File: src/flash_self_program_pkg.sv
// constants and types shared by the flash self-programming control block
package flash_self_program_pkg;

   // ==========================================================
   // bus register map (byte addresses)
   localparam logic [7:0] CSR_OFFSET      = 8'h00;
   localparam logic [7:0] FUSE_OFFSET     = 8'h04;
   localparam logic [7:0] STATUS_OFFSET   = 8'h08;

   // ==========================================================
   // control register bit positions
   localparam int BIT_READY_INT_ENABLE   = 7;
   localparam int BIT_REGION_BUSY        = 6;
   localparam int BIT_SIGNATURE_READ     = 5;
   localparam int BIT_REGION_REENABLE    = 4;
   localparam int BIT_LOCK_SET           = 3;
   localparam int BIT_PAGE_WRITE         = 2;
   localparam int BIT_PAGE_ERASE         = 1;
   localparam int BIT_PROGRAM_ENABLE     = 0;

   // accepted low-five-bit command patterns
   localparam logic [4:0] CMD_SIGNATURE  = 5'h00; // internal code: fill pattern plus bit 5
   localparam logic [4:0] CMD_REENABLE   = 5'h11;
   localparam logic [4:0] CMD_LOCK_SET   = 5'h09;
   localparam logic [4:0] CMD_PAGE_WRITE = 5'h05;
   localparam logic [4:0] CMD_PAGE_ERASE = 5'h03;
   localparam logic [4:0] CMD_FILL       = 5'h01;

   // ==========================================================
   // flash geometry
   localparam int PC_WIDTH        = 16;
   localparam int WORD_SEL_WIDTH  = 7;
   localparam int PAGE_WIDTH      = 9;
   localparam int PAGE_WORDS      = 128;
   localparam int PTR_WORD_LSB    = 1;
   localparam int PTR_WORD_MSB    = 7;
   localparam int PTR_PAGE_LSB    = 8;
   localparam int PTR_PAGE_MSB    = 16;
   localparam logic [15:0] RWW_LAST_WORD  = 16'hEFFF;
   localparam logic [15:0] NO_READ_WHILE_WRITE_REGION_FIRST_WORD = 16'hF000;

   // boot section start per fuse code
   localparam logic [15:0] BOOT_START_11 = 16'hFE00;
   localparam logic [15:0] BOOT_START_10 = 16'hFC00;
   localparam logic [15:0] BOOT_START_01 = 16'hF800;
   localparam logic [15:0] BOOT_START_00 = 16'hF000;
   localparam logic [12:0] BOOT_WORDS_11 = 13'h0200;
   localparam logic [12:0] BOOT_WORDS_10 = 13'h0400;
   localparam logic [12:0] BOOT_WORDS_01 = 13'h0800;
   localparam logic [12:0] BOOT_WORDS_00 = 13'h1000;

   // ==========================================================
   // timing
   localparam int CLK_MHZ         = 50;
   localparam int ARM_WINDOW_STORE = 4;
   localparam int ARM_WINDOW_LOAD  = 3;
   localparam logic [2:0] ARM_CNT_LOAD = 3'h4;
   localparam logic [7:0] LOCK_RESET   = 8'hFF;

   typedef enum logic [1:0] {
      IDLE_ST = 2'b00,
      ARMED_ST = 2'b01,
      BUSY_ST = 2'b11
   } op_state_type;

endpackage

File: src/flash_self_program_control.sv
// flash self-programming control: command register, arming window, flash op sequencing
//
// What this block does
// boot section size and start from the two boot-size fuse bits
// words 0000-EFFF are read-while-write region, F000-FFFF no-read-while-write
// sixteen-bit program word counter addresses flash
// 128-word pages, word select from pointer bits 7 to 1
// erase and write page number from pointer bits 16 to 8
// software keeps word-select bits zero for page write
// pointer bit 0 zero for stores, byte select for loads
// ready interrupt requested while enabled, global flag set, program-enable clear
// erase or write to region sets busy flag and blocks region reads
// busy flag cleared by re-enable after completion or by buffer fill
// signature arm: load returns signature byte, store does nothing
// re-enable arm: store re-enables region, ignored while operation runs
// re-enable written during buffer fill aborts fill, discards data
// lock-set arm: store sets boot lock bits from low data register
// lock-set arm: load returns lock or fuse byte by pointer bit 0
// page-write arm: store writes temporary buffer to addressed page
// page-erase arm: store erases addressed page
// core stalled during erase or write of no-read-while-write region
// no store within four cycles clears program-enable and command bits
// program-enable only: store puts data word in temporary buffer
// program-enable clears on store completion, held during erase and write
// only six command patterns accepted, others ignored
// software runs one store operation at a time
// core strobes store and load with pointer and data, block answers
//
// Added by the designer: register access over AXI4-Lite and the address map.
`timescale 1ns/100ps
module flash_self_program_control
   import flash_self_program_pkg::*;
#(
   parameter int OP_CYCLES = 64
) (
   // clock and reset
   input  wire logic                 clk,
   input  wire logic                 rst,
   // axi4-lite slave
   input  wire logic [7:0]           s_axi_awaddr,
   input  wire logic                 s_axi_awvalid,
   output logic                      s_axi_awready,
   input  wire logic [31:0]          s_axi_wdata,
   input  wire logic [3:0]           s_axi_wstrb,
   input  wire logic                 s_axi_wvalid,
   output logic                      s_axi_wready,
   output logic [1:0]                s_axi_bresp,
   output logic                      s_axi_bvalid,
   input  wire logic                 s_axi_bready,
   input  wire logic [7:0]           s_axi_araddr,
   input  wire logic                 s_axi_arvalid,
   output logic                      s_axi_arready,
   output logic [31:0]               s_axi_rdata,
   output logic [1:0]                s_axi_rresp,
   output logic                      s_axi_rvalid,
   input  wire logic                 s_axi_rready,
   // core instruction strobes
   input  wire logic                 store_program_instr,
   input  wire logic                 load_program_instr,
   input  wire logic [PTR_PAGE_MSB:0] ptr,
   input  wire logic [7:0]           low_data_reg,
   input  wire logic [7:0]           high_data_reg,
   input  wire logic                 global_int_flag,
   input  wire logic [PC_WIDTH-1:0]  fetch_addr,
   output logic                      core_stall,
   output logic [7:0]                load_data,
   output logic                      load_valid,
   output logic                      ready_irq,
   output logic                      region_read_block,
   // flash array side
   output logic                      flash_erase,
   output logic                      flash_write,
   output logic [PAGE_WIDTH-1:0]     page_number_bits,
   output logic                      buf_write,
   output logic [WORD_SEL_WIDTH-1:0] word_in_page_bits,
   output logic [15:0]               buf_data,
   output logic                      buf_discard,
   // fuse and signature sources
   input  wire logic [7:0]           signature_byte,
   input  wire logic [7:0]           fuse_low_byte,
   input  wire logic [7:0]           fuse_high_byte
);

   // ==========================================================
   // state
   op_state_type              state_r;
   logic [4:0]                cmd_r;
   logic                      int_en_r;
   logic                      busy_r;
   logic [2:0]                arm_cnt_r;
   logic                      fill_act_r;
   logic                      op_no_read_while_write_region_r;
   logic [$clog2(OP_CYCLES+1)-1:0] op_cnt_r;
   logic [7:0]                lock_r;
   logic [1:0]                boot_fuse_r;
   logic [15:0]               boot_start;
   logic [12:0]               boot_words;
   logic [PC_WIDTH-1:0]       op_word;
   logic                      op_no_read_while_write_region;
   logic                      csr_wr;
   logic [4:0]                cmd_in;
   logic                      sig_sel;
   logic                      cmd_legal;
   logic                      armed;
   logic                      op_done;
   logic                      aw_seen_r;
   logic                      w_seen_r;
   logic [7:0]                awaddr_r;
   logic [31:0]               wdata_r;
   logic [3:0]                wstrb_r;
   logic                      wr_go;

   // ==========================================================
   // boot section from fuses
   always_comb begin
      case (boot_fuse_r)
         2'b11: begin boot_start = BOOT_START_11; boot_words = BOOT_WORDS_11; end
         2'b10: begin boot_start = BOOT_START_10; boot_words = BOOT_WORDS_10; end
         2'b01: begin boot_start = BOOT_START_01; boot_words = BOOT_WORDS_01; end
         default: begin boot_start = BOOT_START_00; boot_words = BOOT_WORDS_00; end
      endcase
   end

   // page base word of the pointer, region split
   assign op_word = {ptr[PTR_PAGE_MSB:PTR_PAGE_LSB], {WORD_SEL_WIDTH{1'b0}}};
   assign op_no_read_while_write_region = (op_word >= NO_READ_WHILE_WRITE_REGION_FIRST_WORD);

   // ==========================================================
   // axi write channel, address and data accepted in either order
   assign s_axi_awready = !aw_seen_r && !s_axi_bvalid;
   assign s_axi_wready  = !w_seen_r && !s_axi_bvalid;
   assign s_axi_bresp   = 2'b00;
   assign wr_go = aw_seen_r && w_seen_r && !s_axi_bvalid;

   always_ff @(posedge clk) begin
      if (rst) begin
         aw_seen_r <= 1'b0;
         w_seen_r <= 1'b0;
         awaddr_r <= 8'h00;
         wdata_r <= 32'h0000_0000;
         wstrb_r <= 4'h0;
         s_axi_bvalid <= 1'b0;
      end else begin
         if (s_axi_awvalid && s_axi_awready) begin
            aw_seen_r <= 1'b1;
            awaddr_r <= s_axi_awaddr;
         end
         if (s_axi_wvalid && s_axi_wready) begin
            w_seen_r <= 1'b1;
            wdata_r <= s_axi_wdata;
            wstrb_r <= s_axi_wstrb;
         end
         if (wr_go) begin
            aw_seen_r <= 1'b0;
            w_seen_r <= 1'b0;
            s_axi_bvalid <= 1'b1;
         end else if (s_axi_bready) begin
            s_axi_bvalid <= 1'b0;
         end
      end
   end

   assign csr_wr = wr_go && awaddr_r == CSR_OFFSET && wstrb_r[0];
   assign sig_sel = wdata_r[BIT_SIGNATURE_READ] && wdata_r[4:0] == CMD_FILL;
   assign cmd_in = sig_sel ? CMD_SIGNATURE : wdata_r[4:0];
   assign cmd_legal = sig_sel || cmd_in == CMD_REENABLE
                   || cmd_in == CMD_LOCK_SET || cmd_in == CMD_PAGE_WRITE
                   || cmd_in == CMD_PAGE_ERASE || cmd_in == CMD_FILL;
   assign armed = state_r == ARMED_ST;

   // fuse configuration register
   always_ff @(posedge clk) begin
      if (rst)
         boot_fuse_r <= 2'b11;
      else if (wr_go && awaddr_r == FUSE_OFFSET && wstrb_r[0])
         boot_fuse_r <= wdata_r[1:0];
   end

   // interrupt enable bit
   always_ff @(posedge clk) begin
      if (rst)
         int_en_r <= 1'b0;
      else if (csr_wr)
         int_en_r <= wdata_r[BIT_READY_INT_ENABLE];
   end

   // ==========================================================
   // command sequencer
   assign op_done = state_r == BUSY_ST && op_cnt_r == 1;

   always_ff @(posedge clk) begin
      if (rst) begin
         state_r <= IDLE_ST;
         cmd_r <= 5'h00;
         arm_cnt_r <= 3'h0;
         op_cnt_r <= '0;
         op_no_read_while_write_region_r <= 1'b0;
      end else begin
         case (state_r)
            IDLE_ST: begin
               if (csr_wr && cmd_legal) begin
                  state_r <= ARMED_ST;
                  cmd_r <= cmd_in;
                  arm_cnt_r <= ARM_CNT_LOAD;
               end
            end
            ARMED_ST: begin
               if (store_program_instr) begin
                  if (cmd_r == CMD_PAGE_WRITE || cmd_r == CMD_PAGE_ERASE) begin
                     state_r <= BUSY_ST;
                     op_cnt_r <= ($clog2(OP_CYCLES+1))'(OP_CYCLES);
                     op_no_read_while_write_region_r <= op_no_read_while_write_region;
                  end else begin
                     state_r <= IDLE_ST;
                     cmd_r <= 5'h00;
                  end
               end else if (arm_cnt_r == 3'h1) begin
                  state_r <= IDLE_ST;
                  cmd_r <= 5'h00;
               end
               arm_cnt_r <= arm_cnt_r - 3'h1;
            end
            BUSY_ST: begin
               op_cnt_r <= op_cnt_r - 1'b1;
               if (op_done) begin
                  state_r <= IDLE_ST;
                  cmd_r <= 5'h00;
               end
            end
            default: state_r <= IDLE_ST;
         endcase
      end
   end

   // ==========================================================
   // region busy flag, set wins over clear
   always_ff @(posedge clk) begin
      if (rst)
         busy_r <= 1'b0;
      else if (armed && store_program_instr && !op_no_read_while_write_region
               && (cmd_r == CMD_PAGE_WRITE || cmd_r == CMD_PAGE_ERASE))
         busy_r <= 1'b1;
      else if (armed && store_program_instr
               && (cmd_r == CMD_REENABLE || cmd_r == CMD_FILL))
         busy_r <= 1'b0;
   end

   // buffer fill tracking; re-enable write aborts it
   always_ff @(posedge clk) begin
      if (rst)
         fill_act_r <= 1'b0;
      else if (csr_wr && cmd_legal && cmd_in == CMD_REENABLE && state_r == IDLE_ST)
         fill_act_r <= 1'b0;
      else if (armed && store_program_instr && cmd_r == CMD_FILL)
         fill_act_r <= 1'b1;
      else if (armed && store_program_instr && cmd_r == CMD_PAGE_WRITE)
         fill_act_r <= 1'b0;
   end
   assign buf_discard = csr_wr && cmd_legal && cmd_in == CMD_REENABLE
                        && state_r == IDLE_ST && fill_act_r;

   // boot lock bits
   always_ff @(posedge clk) begin
      if (rst)
         lock_r <= LOCK_RESET;
      else if (armed && store_program_instr && cmd_r == CMD_LOCK_SET)
         lock_r <= lock_r & low_data_reg;
   end

   // ==========================================================
   // flash array strobes
   always_ff @(posedge clk) begin
      if (rst) begin
         flash_erase <= 1'b0;
         flash_write <= 1'b0;
         buf_write <= 1'b0;
         page_number_bits <= '0;
         word_in_page_bits <= '0;
         buf_data <= 16'h0000;
      end else begin
         flash_erase <= armed && store_program_instr && cmd_r == CMD_PAGE_ERASE;
         flash_write <= armed && store_program_instr && cmd_r == CMD_PAGE_WRITE;
         buf_write <= armed && store_program_instr && cmd_r == CMD_FILL;
         if (armed && store_program_instr) begin
            page_number_bits <= ptr[PTR_PAGE_MSB:PTR_PAGE_LSB];
            word_in_page_bits <= ptr[PTR_WORD_MSB:PTR_WORD_LSB];
            buf_data <= {high_data_reg, low_data_reg};
         end
      end
   end

   // load answers: signature, lock or fuse
   always_ff @(posedge clk) begin
      if (rst) begin
         load_data <= 8'h00;
         load_valid <= 1'b0;
      end else begin
         load_valid <= 1'b0;
         if (armed && load_program_instr && arm_cnt_r != 3'h1) begin
            if (cmd_r == CMD_SIGNATURE) begin
               load_data <= signature_byte;
               load_valid <= 1'b1;
            end else if (cmd_r == CMD_LOCK_SET) begin
               load_data <= ptr[0] ? fuse_low_byte : lock_r;
               load_valid <= 1'b1;
            end
         end
      end
   end

   assign core_stall = state_r == BUSY_ST && op_no_read_while_write_region_r;
   assign ready_irq = int_en_r && global_int_flag && state_r == IDLE_ST;
   assign region_read_block = busy_r && fetch_addr <= RWW_LAST_WORD;

   // ==========================================================
   // axi read channel
   assign s_axi_arready = !s_axi_rvalid;
   assign s_axi_rresp = 2'b00;
   always_ff @(posedge clk) begin
      if (rst) begin
         s_axi_rvalid <= 1'b0;
         s_axi_rdata <= 32'h0000_0000;
      end else if (s_axi_arvalid && s_axi_arready) begin
         s_axi_rvalid <= 1'b1;
         case (s_axi_araddr)
            CSR_OFFSET: s_axi_rdata <= {24'h000000, int_en_r, busy_r, 1'b0,
                                        cmd_r[4:1], state_r != IDLE_ST};
            FUSE_OFFSET: s_axi_rdata <= {30'h0000_0000, boot_fuse_r};
            STATUS_OFFSET: s_axi_rdata <= {3'h0, boot_words, boot_start};
            default: s_axi_rdata <= 32'h0000_0000;
         endcase
      end else if (s_axi_rready) begin
         s_axi_rvalid <= 1'b0;
      end
   end

   // ==========================================================
   // checks
   a_arm_timeout: assert property (@(posedge clk) disable iff (rst)
      (armed && !store_program_instr [*4]) |=> !armed)
      else $error("arming window did not close");
   a_enable_held: assert property (@(posedge clk) disable iff (rst)
      (state_r == BUSY_ST && !op_done) |=> state_r == BUSY_ST)
      else $error("enable dropped during flash operation");
   a_no_read_while_write_region_stall: assert property (@(posedge clk) disable iff (rst)
      (armed && store_program_instr && (cmd_r == CMD_PAGE_ERASE || cmd_r == CMD_PAGE_WRITE)
      && op_no_read_while_write_region) |=> core_stall)
      else $error("no stall for no_read_while_write_region operation");
   a_busy_set: assert property (@(posedge clk) disable iff (rst)
      (armed && store_program_instr && cmd_r == CMD_PAGE_WRITE && !op_no_read_while_write_region)
      |=> busy_r)
      else $error("busy flag not set");
   a_busy_clr: assert property (@(posedge clk) disable iff (rst)
      (armed && store_program_instr && cmd_r == CMD_FILL) |=> !busy_r)
      else $error("busy flag not cleared by fill");
   a_illegal_cmd: assert property (@(posedge clk) disable iff (rst)
      (csr_wr && !cmd_legal && state_r == IDLE_ST) |=> state_r == IDLE_ST)
      else $error("illegal pattern armed");
   a_irq_ready: assert property (@(posedge clk) disable iff (rst)
      (int_en_r && global_int_flag && !armed && state_r != BUSY_ST) |-> ready_irq)
      else $error("ready interrupt missing");
   a_lock_load: assert property (@(posedge clk) disable iff (rst)
      (armed && load_program_instr && cmd_r == CMD_LOCK_SET && arm_cnt_r != 3'h1)
      |=> load_valid)
      else $error("lock read not answered");
   a_fill_write: assert property (@(posedge clk) disable iff (rst)
      (armed && store_program_instr && cmd_r == CMD_FILL)
      |=> buf_write && buf_data == {$past(high_data_reg), $past(low_data_reg)})
      else $error("buffer word not written");

endmodule

File: config.mk
export PLATFORM = sky130hd
export DESIGN_NAME = flash_self_program_control
export DESIGN_NICKNAME = d
export VERILOG_FILES = /design/src/flash_self_program_pkg.sv /design/src/flash_self_program_control.sv
export SDC_FILE = /design/constraint.sdc
export NUM_CORES = 1
export LEC_CHECK = 0
export ABC_AREA = 0
export ABC_CLOCK_PERIOD_IN_PS = 5000
export BUFFER_PORTS_ARGS = -buffer_cell sky130_fd_sc_hd__buf_2
export CAP_MARGIN = 20
export CORE_MARGIN = 2
export CORE_UTILIZATION = 40
export DETAILED_ROUTE_END_ITERATION = 16
export PLACE_DENSITY = 0.71
export RECOVER_POWER = 50
export SLEW_MARGIN = 10
export SYNTH_ARGS = -nofsm -noshare
export SYNTH_HDL_FRONTEND = slang
export SYNTH_SLANG_ARGS = --single-unit
export TNS_END_PERCENT = 30
File: constraint.sdc
create_clock -name clk -period 5 [get_ports clk]
set_input_delay 1.5 -clock clk [delete_from_list [all_inputs] [get_ports clk]]
set_output_delay 1.5 -clock clk [all_outputs]
set_load 0.005 [all_outputs]
==> results.ini, run 1 <==
[grt]
grt_pass1_vias=3981
grt_use_total_pct=18.0
antenna_found_initial=0
grt_first_pass_wirelength_um=18400
grt_max_degree=78
overflow=0

[setup_path]
critPathMaxFanout=35
required_ps=5290
crit_path_end_kind=register
r2r-end=cmd_r[1]$_SDFFE_PP0P_
path_class=in -> reg
cp_cell_sequence=clkbuf_1 -> and3b_1 -> and3_1 -> a31oi_4 -> o21ai_2 -> a22o_1
r2r_start=state_r[0]$_SDFFE_PP0P_
critPathSlowestCell=and3b_1
worstSetupStartpointType=input pin
crit_family=simple AND/OR/NAND/NOR gates
cp.arrival_ps=3750
max_stage_delay_ps=1030
r2r_cells=5
crit_buf_inv=1
rrSetupSlack_ps=2110

[placed_design]
placed_area_um2=5310
dp.cells=811
gp_congestion=0.866
post-dp-hpwl_um=8260
port_buffers=157
dp_slack_ps=1580

[cts]
cts_buffer_depth=2
cts_buffers=9
htree_levels=3
clk_latency_ps=350
tritoncts=built
cts-root-buf=clkbuf_16
postCtsHoldBufs=0
clk_pin_slew_ps=70
clock_sinks=109
cts_setup_buffers=0
post_cts_resized=0

[synth]
synthFlopType=dfxtp_1
syn-cell-area_um2=4570
yosysWarnings=0
syn_area_per_cell_um2=8.35
synth_cell_type_count=49
synth-edff-count=0
postSynthCellCount=547
async_reset_ff_share_pct=0
synth_seq_cells=109
synth-seq-area-share_pct=47.8

[timing]
rsz0062_at_grt=no
drv_slew=0
hold_viol=0
worst_pin_slew_ps=1260
hold_slack_ps=451
tns_ps=0
min_period_ps=3460
finalSetupViolCount=0
min_period_over_period_pct=69.1
fmax_mhz=289
fin_skew_ps=6.78
worst_slack_ps=1540
relSlewSlack_pct=16.1

[drt]
ant_nets=0
routedWlPerCell_um=13.6
routed_wl_um=11300
via_per_inst=5.04
drtIter0Drc=300
vias=4166
drt-pass1-iter-count=4
drcViolationCount=0

[worst_hold_path]
hold_class=reg -> reg
whs_path_depth=2
hp-start=s_axi_rdata[0]$_SDFFE_PP0P_
holdPathEnd=s_axi_rdata[0]$_SDFFE_PP0P_

[run]
cap_violations=0

[floorplan]
initial_utilization_pct=40.5
fp.coreArea_um2=11300
io_pins=224
rows=39
die_y_um=111
dieArea_um2=12300
die_w_um=111

[layout]
final_layout_size_suffix_gt1_share_pct=23.2
final_nets=818
fin_cells=827
regArea_um2=2180
design_area_um2=5580
fillers=1100
multi_input_area_um2=2080
diodes=0
area_growth_pct=22.3

[power]
leakage_nw=2.33
powerDensity_nw_per_um2=305
ir_drop_uv=242

[run_status]
status=complete, no violations

==> report_power, final <==
group / leakage (nW) / internal [mW] / switching (mW) / total, mW
Combinational: 1.30 / 0.0458 / 0.0593 / 0.105
Sequential: 0.881 / 0.880 / 0.00967 / 0.889
Clock: 0.149 / 0.396 / 0.314 / 0.710
==> final cells by class <==
type                            instances  area share [%]
Sequential cell                       109            39.1
Multi-Input combinational cell        389            37.2
Timing Repair Buffer                  159            14.3
Clock buffer                           13            5.02
Tap cell                              143            3.20
Inverter                               11           0.739
Clock inverter                          3           0.448
==> Yosys cell counts (5+ instances only) <==
master    number  area, um^2
a21oi_1       70         350
nor4_1         5        31.3
inv_1         11        41.3
nor2b_1        5        31.3
nand4_1        5        31.3
nand2_1      126         473
clkbuf_1      24        90.1
nand2b_1      11        68.8
o211ai_1       8        60.1
mux2i_1       11         110
nor2_1        30         113
nor3_1         9        45.0
o21ai_0       16        80.1
dfxtp_1      109        2180
a22oi_1        7        52.6
buf_4         22         165
and3_1         7        43.8
==> kinds of logic (layout without fill, tap and decap cells) <==
group                      Yosys count  count (layout)  share of synthesized area, %
muxes                               11              11                          2.41
buffers and inverters               66             186                          8.03
and+or+nand+nor                    224             224                          22.7
xor gates and xnor gates             6               6                          1.15
DFF                                109             109                          47.8
other                                1              18                        0.0821
AOI/OAI and AO/OA                  126             126                          16.7
adders and majority gates            4               4                          1.10
==> layer usage <==
| metal | up-vias | track usage, % | share of wire (%) |
|---|---|---|---|
| li1 | 2089 | - | - |
| met1 | 1922 | 22.3 | 44 |
| met2 | 142 | 30.8 | 48 |
| met3 | 13 | 4.59 | 6.3 |
| met4 | 0 | 5.75 | 1.5 |
| met5 | - | 0 | 0 |
==> per-stage QoR <==
step	power (mW)	util, %
after global placement	1.01	46.8
after CTS	1.72	49.8
after floorplan	0.972	-
after global routing	1.76	49.5
final	1.70	49.5
after detailed placement	1.01	47.1
==> sequential cells by signal (all words and copies together) (netlist names), 2 cells and up <==
| name | flops |
|---|---|
| state_r | 2 |
| load_data | 8 |
| word_in_page_bits | 7 |
| buf_data | 16 |
| wdata_r | 7 |
| s_axi_rdata | 14 |
| boot_fuse_r | 2 |
| cmd_r | 5 |
| page_number_bits | 9 |
| op_cnt_r | 7 |
| lock_r | 8 |
| arm_cnt_r | 3 |
| awaddr_r | 8 |
==> worst register-to-register path, stage by stage, from the launching register on <==
cell and delay [ps]:
dfxtp_1 690, and3b_1 1090, and3_1 560, a31oi_4 60, o21ai_2 260, a22o_1 180
==> layout by cell type (no fill, tap or decap), types with 4 or more instances in the layout <==
cell type / n
a22o_1: 4
mux2i_1: 11
and3_1: 7
ha_1: 4
o21ai_0: 16
inv_1: 11
xor2_1: 4
a22oi_1: 7
and2_1: 4
nand2b_1: 11
nor4_1: 5
nor2_1: 30
clkbuf_8: 4
dfxtp_1: 109
nor2b_1: 5
clkbuf_1: 19
clkbuf_16: 9
buf_2: 136
o211ai_1: 8
nand3_1: 4
nor3_1: 9
a21oi_1: 70
conb_1: 18
nand4_1: 5
nand2_1: 126
==> worst max path at each step <==
stage,start,endpoint,slack [ps],cells after the start
final,store_program_instr,cmd_r[1]$_SDFFE_PP0P_,1540,6
after global routing,store_program_instr,cmd_r[3]$_SDFFE_PP0P_,1290,6
after CTS,fetch_addr[13],region_read_block,1580,3
after detailed placement,fetch_addr[13],region_read_block,1580,3
after global placement,fetch_addr[13],region_read_block,1580,3
after floorplan,fetch_addr[13],region_read_block,1790,1
Note: power is estimated with default switching activity, not from simulation.
==> run 2: changes to the inputs <==
--- a/config.mk
+++ b/config.mk
@@ -5,14 +5,14 @@
 export SDC_FILE = /design/constraint.sdc
 export NUM_CORES = 1
 export LEC_CHECK = 0
-export ABC_AREA = 0
-export ABC_CLOCK_PERIOD_IN_PS = 5000
+export ABC_AREA = 1
+export ABC_CLOCK_PERIOD_IN_PS = 3000
 export BUFFER_PORTS_ARGS = -buffer_cell sky130_fd_sc_hd__buf_2
 export CAP_MARGIN = 20
 export CORE_MARGIN = 2
 export CORE_UTILIZATION = 40
 export DETAILED_ROUTE_END_ITERATION = 16
-export PLACE_DENSITY = 0.71
+export PLACE_DENSITY = 0.73
 export RECOVER_POWER = 50
 export SLEW_MARGIN = 10
 export SYNTH_ARGS = -nofsm -noshare
==> constraint.sdc (replaced) <==
create_clock -name clk -period 3 [get_ports clk]
set_input_delay 0.9 -clock clk [delete_from_list [all_inputs] [get_ports clk]]
set_output_delay 0.9 -clock clk [all_outputs]
set_load 0.005 [all_outputs]
==> results.ini, run 2 <==
[setup_path]
cp_cell_sequence=inv_1 -> nor2_1 -> nand2_1 -> nor4_4 -> nand2_1 -> nor2_1 -> nand4_1 -> nor2_1 -> buf_2
crit_path_end_kind=primary output
critPathSlowestCell=dfxtp_1
rrSetupSlack_ps=1170  ; -940 ps
path_class=reg -> out
crit_family=simple AND/OR/NAND/NOR gates
max_stage_delay_ps=330  ; -700 ps
worstSetupStartpointType=register
r2r_cells=11  ; +6
worst-path-stages=9  ; +3
crit_path_frequent_cell=nor2_1
critPathMaxFanout=5  ; -86%
cp.arrival_ps=1920  ; -1830 ps
required_ps=2100  ; -3190 ps
crit_buf_inv=2  ; +1

[drt]
routed_wl_um=11100  ; -0.96%
via_per_inst=4.79  ; -4.9%
drcViolationCount=0  ; unchanged
routedWlPerCell_um=12.1  ; -11%
drt-pass1-iter-count=6  ; +2
drtIter0Drc=240  ; -20%
vias=4397  ; +5.5%
ant_nets=0  ; unchanged

[timing]
hold_viol=0  ; unchanged
fmax_mhz=355
worst_pin_slew_ps=1340  ; +77.0 ps
fin_skew_ps=8.48  ; +1.69 ps
relSlewSlack_pct=11.0  ; -5.1 points
min_period_over_period_pct=94.0
worst_slack_ps=180  ; -1360 ps
tns_ps=0  ; unchanged
min_period_ps=2820
finalSetupViolCount=0  ; unchanged
rsz0062_at_grt=no
drv_slew=0  ; unchanged

[synth]
synth_top_area_share_pct=46.2  ; -1.6 points
syn_area_per_cell_um2=7.57  ; -9.3%
synth_top_cell_by_area=dfxtp_1
postSynthCellCount=624  ; +14%
async_reset_ff_share_pct=0  ; unchanged
syn-cell-area_um2=4730  ; +3.5%
synth_common_cells=nor2_1 (129), dfxtp_1 (109), nand2_1 (87)
synth_xor_area_share_pct=0  ; -1.2 points
synth_compound_gate_area_share_pct=15.0  ; -1.7 points
synthFlopType=dfxtp_1
synth-edff-count=0  ; unchanged
synth_top_family_by_area=simple AND/OR/NAND/NOR gates
muxShareOfSynthArea_pct=1.91  ; -0.50 points
yosysWarnings=0  ; unchanged
synth_fa_ha_area_share_pct=1.06  ; -0.037 points
synth-seq-area-share_pct=46.2  ; -1.6 points
synthMostInstantiatedCell=nor2_1
synth_seq_cells=109  ; unchanged
synthSimpleGateAreaFrac_pct=25.3  ; +2.6 points
synth_cell_type_count=40  ; -18%
synth_area_leaders=dfxtp_1 (46%), nor2_1 (10%), o21ai_0 (7.6%), nand2_1 (6.9%), inv_1 (4.1%)

[layout]
area_growth_pct=23.1
fillers=1137  ; +3.4%
utilization_pct=50.7  ; +1.2 points
multi_input_area_um2=2100  ; +1.2%
largest_register_ffs=16  ; unchanged
diodes=0  ; unchanged
most-common-layout-cells=buf_2 (153), nor2_1 (130), dfxtp_1 (109), nand2_1 (88), o21ai_0 (75)
regArea_um2=2180  ; unchanged
final_layout_size_suffix_gt1_share_pct=26.3  ; +3.1 points
fin_cells=918  ; +11%
largest_register=buf_data
final_nets=909  ; +11%
design_area_um2=5820  ; +4.1%
top_regs=buf_data (16), s_axi_rdata (14), page_number_bits (9)
final_common_cell=buf_2

[cts]
post_cts_resized=0  ; unchanged
cts-root-buf=clkbuf_16
tritoncts=built
cts_setup_buffers=0  ; unchanged
htree_levels=3  ; unchanged
clk_pin_slew_ps=70  ; about the same
clk_latency_ps=360  ; about the same
cts_buffers=9  ; unchanged
cts_buffer_depth=2  ; unchanged
clock_sinks=109  ; unchanged
postCtsHoldBufs=0  ; unchanged

[floorplan]
die_y_um=113  ; +1.7%
initial_utilization_pct=41.2  ; +0.70 points
die_w_um=113  ; +1.7%
rows=39  ; unchanged
dieArea_um2=12700  ; +3.4%
fp.coreArea_um2=11500  ; +1.7%
io_pins=224  ; unchanged

[placed_design]
placed_area_um2=5530  ; +4.2%
port_buffers=157  ; unchanged
gp_congestion=0.831  ; -4.1%
post-dp-hpwl_um=8310  ; +0.54%
dp_slack_ps=563  ; -1020 ps
dp.cells=902  ; +11%

[power]
leakage_nw=2.88  ; +24%
switching_share_pct=23.5  ; +1.0 points
p_comb_share_pct=7.0  ; +0.8 points
internal_power_mw=2.31  ; +75%
clock_power_share_pct=43.4  ; +1.7 points
switchingPower_mw=0.708  ; +85%
power_frac_seq_pct=49.6  ; -2.6 points
ir_drop_uv=527  ; +120%
powerDensity_nw_per_um2=519  ; +70%

[run]
cap_violations=0  ; unchanged

[worst_hold_path]
whs_path_depth=2  ; unchanged
hold_class=reg -> reg

[grt]
grt_pass1_vias=3941  ; -1.0%
grt_max_degree=38  ; -51%
overflow=0  ; unchanged
grt_first_pass_wirelength_um=18000  ; -2.0%
antenna_found_initial=0  ; unchanged
grt_use_total_pct=17.4  ; -0.60 points

[run_status]
status=complete, no violations

[run 2: changes by cell type in the layout (fill, tap and decap cells not counted), sizes merged, moves of 8 or more]
cell	change
mux2i	-11
o21ai	+60
nor2	+106
clkbuf	-15
nand3	+19
inv	+44
a21oi	-33
buf	+15
mux2	+8
nand2b	-11
nand2	-35
[run 2: layout make-up]
| cell class | count | area share (%) |
|---|---|---|
| Sequential cell | 109 | 37.5 |
| Multi-Input combinational cell | 432 | 36.2 |
| Timing Repair Buffer | 163 | 13.9 |
| Clock buffer | 9 | 3.87 |
| Inverter | 55 | 3.64 |
| Tap cell | 143 | 3.08 |
| Clock inverter | 7 | 1.79 |
[run 2: per-layer routing]
metal | share of wire, % | global-route usage, % | up-vias
met1 | 45 | 22.2 | 1955
met4 | 1.2 | 5.04 | 0
met5 | 0 | 0 | -
li1 | - | - | 2280
met3 | 9.5 | 6.80 | 13
met2 | 44 | 27.5 | 149
[run 2: power by group through the flow]
stage	Combinational (mW)	Clock (mW)	Sequential, mW
final	0.211	1.31	1.50
after global routing	0.240	1.40	1.50
after CTS	0.217	1.34	1.50
after detailed placement	0.217	0	1.53
after global placement	0.214	0	1.53
after floorplan	0.138	0	1.53
[run 2: worst min-delay path: cells and delay by family, from the launching register on]
kind,cells,cell delay [ps]
compound gates,1,50
flops,1,300
buf+inv,1,60
[run 2: final timing paths]
kind | to | start
worst max-delay path | buf_discard | w_seen_r$_SDFFE_PP0P_
worst min-delay path | op_no_read_while_write_region_r$_SDFFE_PP0P_ | op_no_read_while_write_region_r$_SDFFE_PP0P_
worst max register to register | cmd_r[0]$_SDFFE_PP0P_ | cmd_r[0]$_SDFFE_PP0P_
worst min register to register | op_no_read_while_write_region_r$_SDFFE_PP0P_ | op_no_read_while_write_region_r$_SDFFE_PP0P_
[run 2: per-stage QoR]
stage	hold WS, ps	power (mW)
2_1_floorplan	427	1.66
3_3_place_gp	438	1.74
3_5_place_dp	442	1.75
4_1_cts	454	3.06
5_1_grt	476	3.14
6_report	450	3.02
[run 2: logic make-up (layout without fill, tap and decap cells)]
| family | Yosys count | after routing |
|---|---|---|
| AO/OA/AOI/OAI | 132 | 132 |
| adder cells (fa/ha/maj) | 4 | 4 |
| buffers and inverters | 100 | 234 |
| flip-flops | 109 | 109 |
| multiplexers | 8 | 8 |
| other | 1 | 18 |
| AND/OR/NAND/NOR | 270 | 270 |
==> run 3: changes to the inputs <==
==> constraint.sdc (replaced) <==
create_clock -name clk -period 3 [get_ports clk]
set_input_delay 0.75 -clock clk [delete_from_list [all_inputs] [get_ports clk]]
set_output_delay 0.75 -clock clk [all_outputs]
set_load 0.005 [all_outputs]
==> results.ini, run 3 (synthesis results as in run 2) <==
[worst_hold_path]
holdPathEnd=op_no_read_while_write_region_r$_SDFFE_PP0P_
whs_path_depth=2  ; unchanged
hold_class=reg -> reg
hp-start=op_no_read_while_write_region_r$_SDFFE_PP0P_

[drt]
vias=4356  ; -0.93%
routed_wl_um=11200  ; +0.70%
drt-pass1-iter-count=4  ; -2
via_per_inst=4.77  ; -0.50%
drcViolationCount=0  ; unchanged
ant_nets=0  ; unchanged
routedWlPerCell_um=12.3  ; +1.1%
drtIter0Drc=306  ; +28%

[cts]
post_cts_resized=0  ; unchanged
cts_setup_buffers=0  ; unchanged
cts-root-buf=clkbuf_16
tritoncts=built
cts_buffer_depth=2  ; unchanged
clk_pin_slew_ps=70  ; about the same
clk_latency_ps=350  ; about the same
cts_buffers=9  ; unchanged
postCtsHoldBufs=0  ; unchanged
htree_levels=3  ; unchanged
clock_sinks=109  ; unchanged

[layout]
final_layout_size_suffix_gt1_share_pct=22.2  ; -4.1 points
area_growth_pct=21.5
final_common_cell=nor2_1
multi_input_area_um2=2100  ; -0.24%
diodes=0  ; unchanged
final_nets=905  ; -0.44%
regArea_um2=2180  ; unchanged
fillers=1130  ; -0.62%
largest_register=buf_data
fin_cells=914  ; -0.44%
most-common-layout-cells=nor2_1 (131), buf_2 (120), dfxtp_1 (109), nand2_1 (87), o21ai_0 (73)
utilization_pct=50.1  ; -0.63 points
top_regs=buf_data (16), s_axi_rdata (14), page_number_bits (9)
largest_register_ffs=16  ; unchanged

[timing]
hold_slack_ps=452  ; +1.47 ps
rsz0062_at_grt=no
min_period_ps=2670  ; -148 ps
drv_slew=0  ; unchanged
fin_skew_ps=9.03  ; +0.559 ps
min_period_over_period_pct=89.1  ; -4.9 points
hold_viol=0  ; unchanged
finalSetupViolCount=0  ; unchanged
fmax_mhz=374  ; +5.5%
worst_pin_slew_ps=1160  ; -180 ps
tns_ps=0  ; unchanged
relSlewSlack_pct=22.9  ; +12 points

[setup_path]
cp.arrival_ps=1920  ; about the same
path_class=reg -> out
rrSetupSlack_ps=1070  ; -100 ps
crit_path_end_kind=primary output
worstSetupStartpointType=register
r2r-end=op_cnt_r[5]$_SDFFE_PP0P_
critPathMaxFanout=5  ; unchanged
r2r_start=cmd_r[0]$_SDFFE_PP0P_
required_ps=2250  ; +150 ps
r2r_cells=9  ; -2

[placed_design]
dp.cells=898  ; -0.44%
port_buffers=157  ; unchanged
gp_congestion=0.831  ; about the same
post-dp-hpwl_um=8180  ; -1.5%

[floorplan]
rows=39  ; unchanged
die_y_um=113  ; unchanged
dieArea_um2=12700  ; unchanged
fp.coreArea_um2=11500  ; unchanged
io_pins=224  ; unchanged
initial_utilization_pct=41.2  ; unchanged
die_w_um=113  ; unchanged

[grt]
overflow=0  ; unchanged
grt_pass1_vias=3991  ; +1.3%
antenna_found_initial=0  ; unchanged
grt_max_degree=46  ; +21%
grt_first_pass_wirelength_um=18100  ; +0.65%
grt_use_total_pct=17.7  ; +0.26 points

[run_status]
status=complete, no violations

[power]
leakage_nw=2.72  ; -5.3%
ir_drop_uv=412  ; -22%
powerDensity_nw_per_um2=511  ; -1.4%

[run]
cap_violations=0  ; unchanged

==> run 3: through the flow <==
stage / power [mW] / cell area (um^2) / setup WS, ps
after global routing: 3.05 / 5740 / 175
after CTS: 2.98 / 5800 / 320
after detailed placement: 1.74 / 5500 / 702
final: 2.94 / 5740 / 328
after global placement: 1.74 / 5500 / 718
after floorplan: 1.66 / 4790 / 1060
==> run 3: how the worst max path moves through the flow <==
stage | start | end
after CTS | w_seen_r$_SDFFE_PP0P_ | buf_discard
after global routing | w_seen_r$_SDFFE_PP0P_ | buf_discard
after floorplan | s_axi_bvalid$_SDFFE_PP0P_ | buf_discard
final | w_seen_r$_SDFFE_PP0P_ | buf_discard
after detailed placement | w_seen_r$_SDFFE_PP0P_ | buf_discard
after global placement | w_seen_r$_SDFFE_PP0P_ | buf_discard
==> run 3: layout make-up <==
| type | count | share of cell area (%) |
|---|---|---|
| clock buffer | 9 | 3.92 |
| tap | 143 | 3.12 |
| inverter | 55 | 3.68 |
| timing repair buffer | 159 | 13.4 |
| sequential | 109 | 38.0 |
| multi-input combinational | 432 | 36.5 |
| clock inverter | 7 | 1.39 |
==> run 3: power breakdown <==
group          leakage (nW)  total [mW]  switching [mW]  internal [mW]
Clock                 0.148        1.23           0.569          0.660
Combinational          1.69       0.211           0.123         0.0882
Sequential            0.884        1.50          0.0196           1.48
==> run 3: layer usage <==
layer / global-route usage [%] / vias up / share of wire (%)
met5: 0 / - / 0
met4: 6.75 / 0 / 2.2
met3: 6.86 / 20 / 8.1
met2: 28.5 / 145 / 44
met1: 21.4 / 1922 / 46
li1: - / 2269 / -
==> run 3: worst max-delay path, cell delays in order, from the launching register on <==
cell and delay, ps:
dfxtp_1 330, inv_1 50, nor2_1 80, nand2_1 140, nor4_4 320, nand2_1 110
nor2_1 100, nand4_1 130, nor2_1 170, buf_2 140
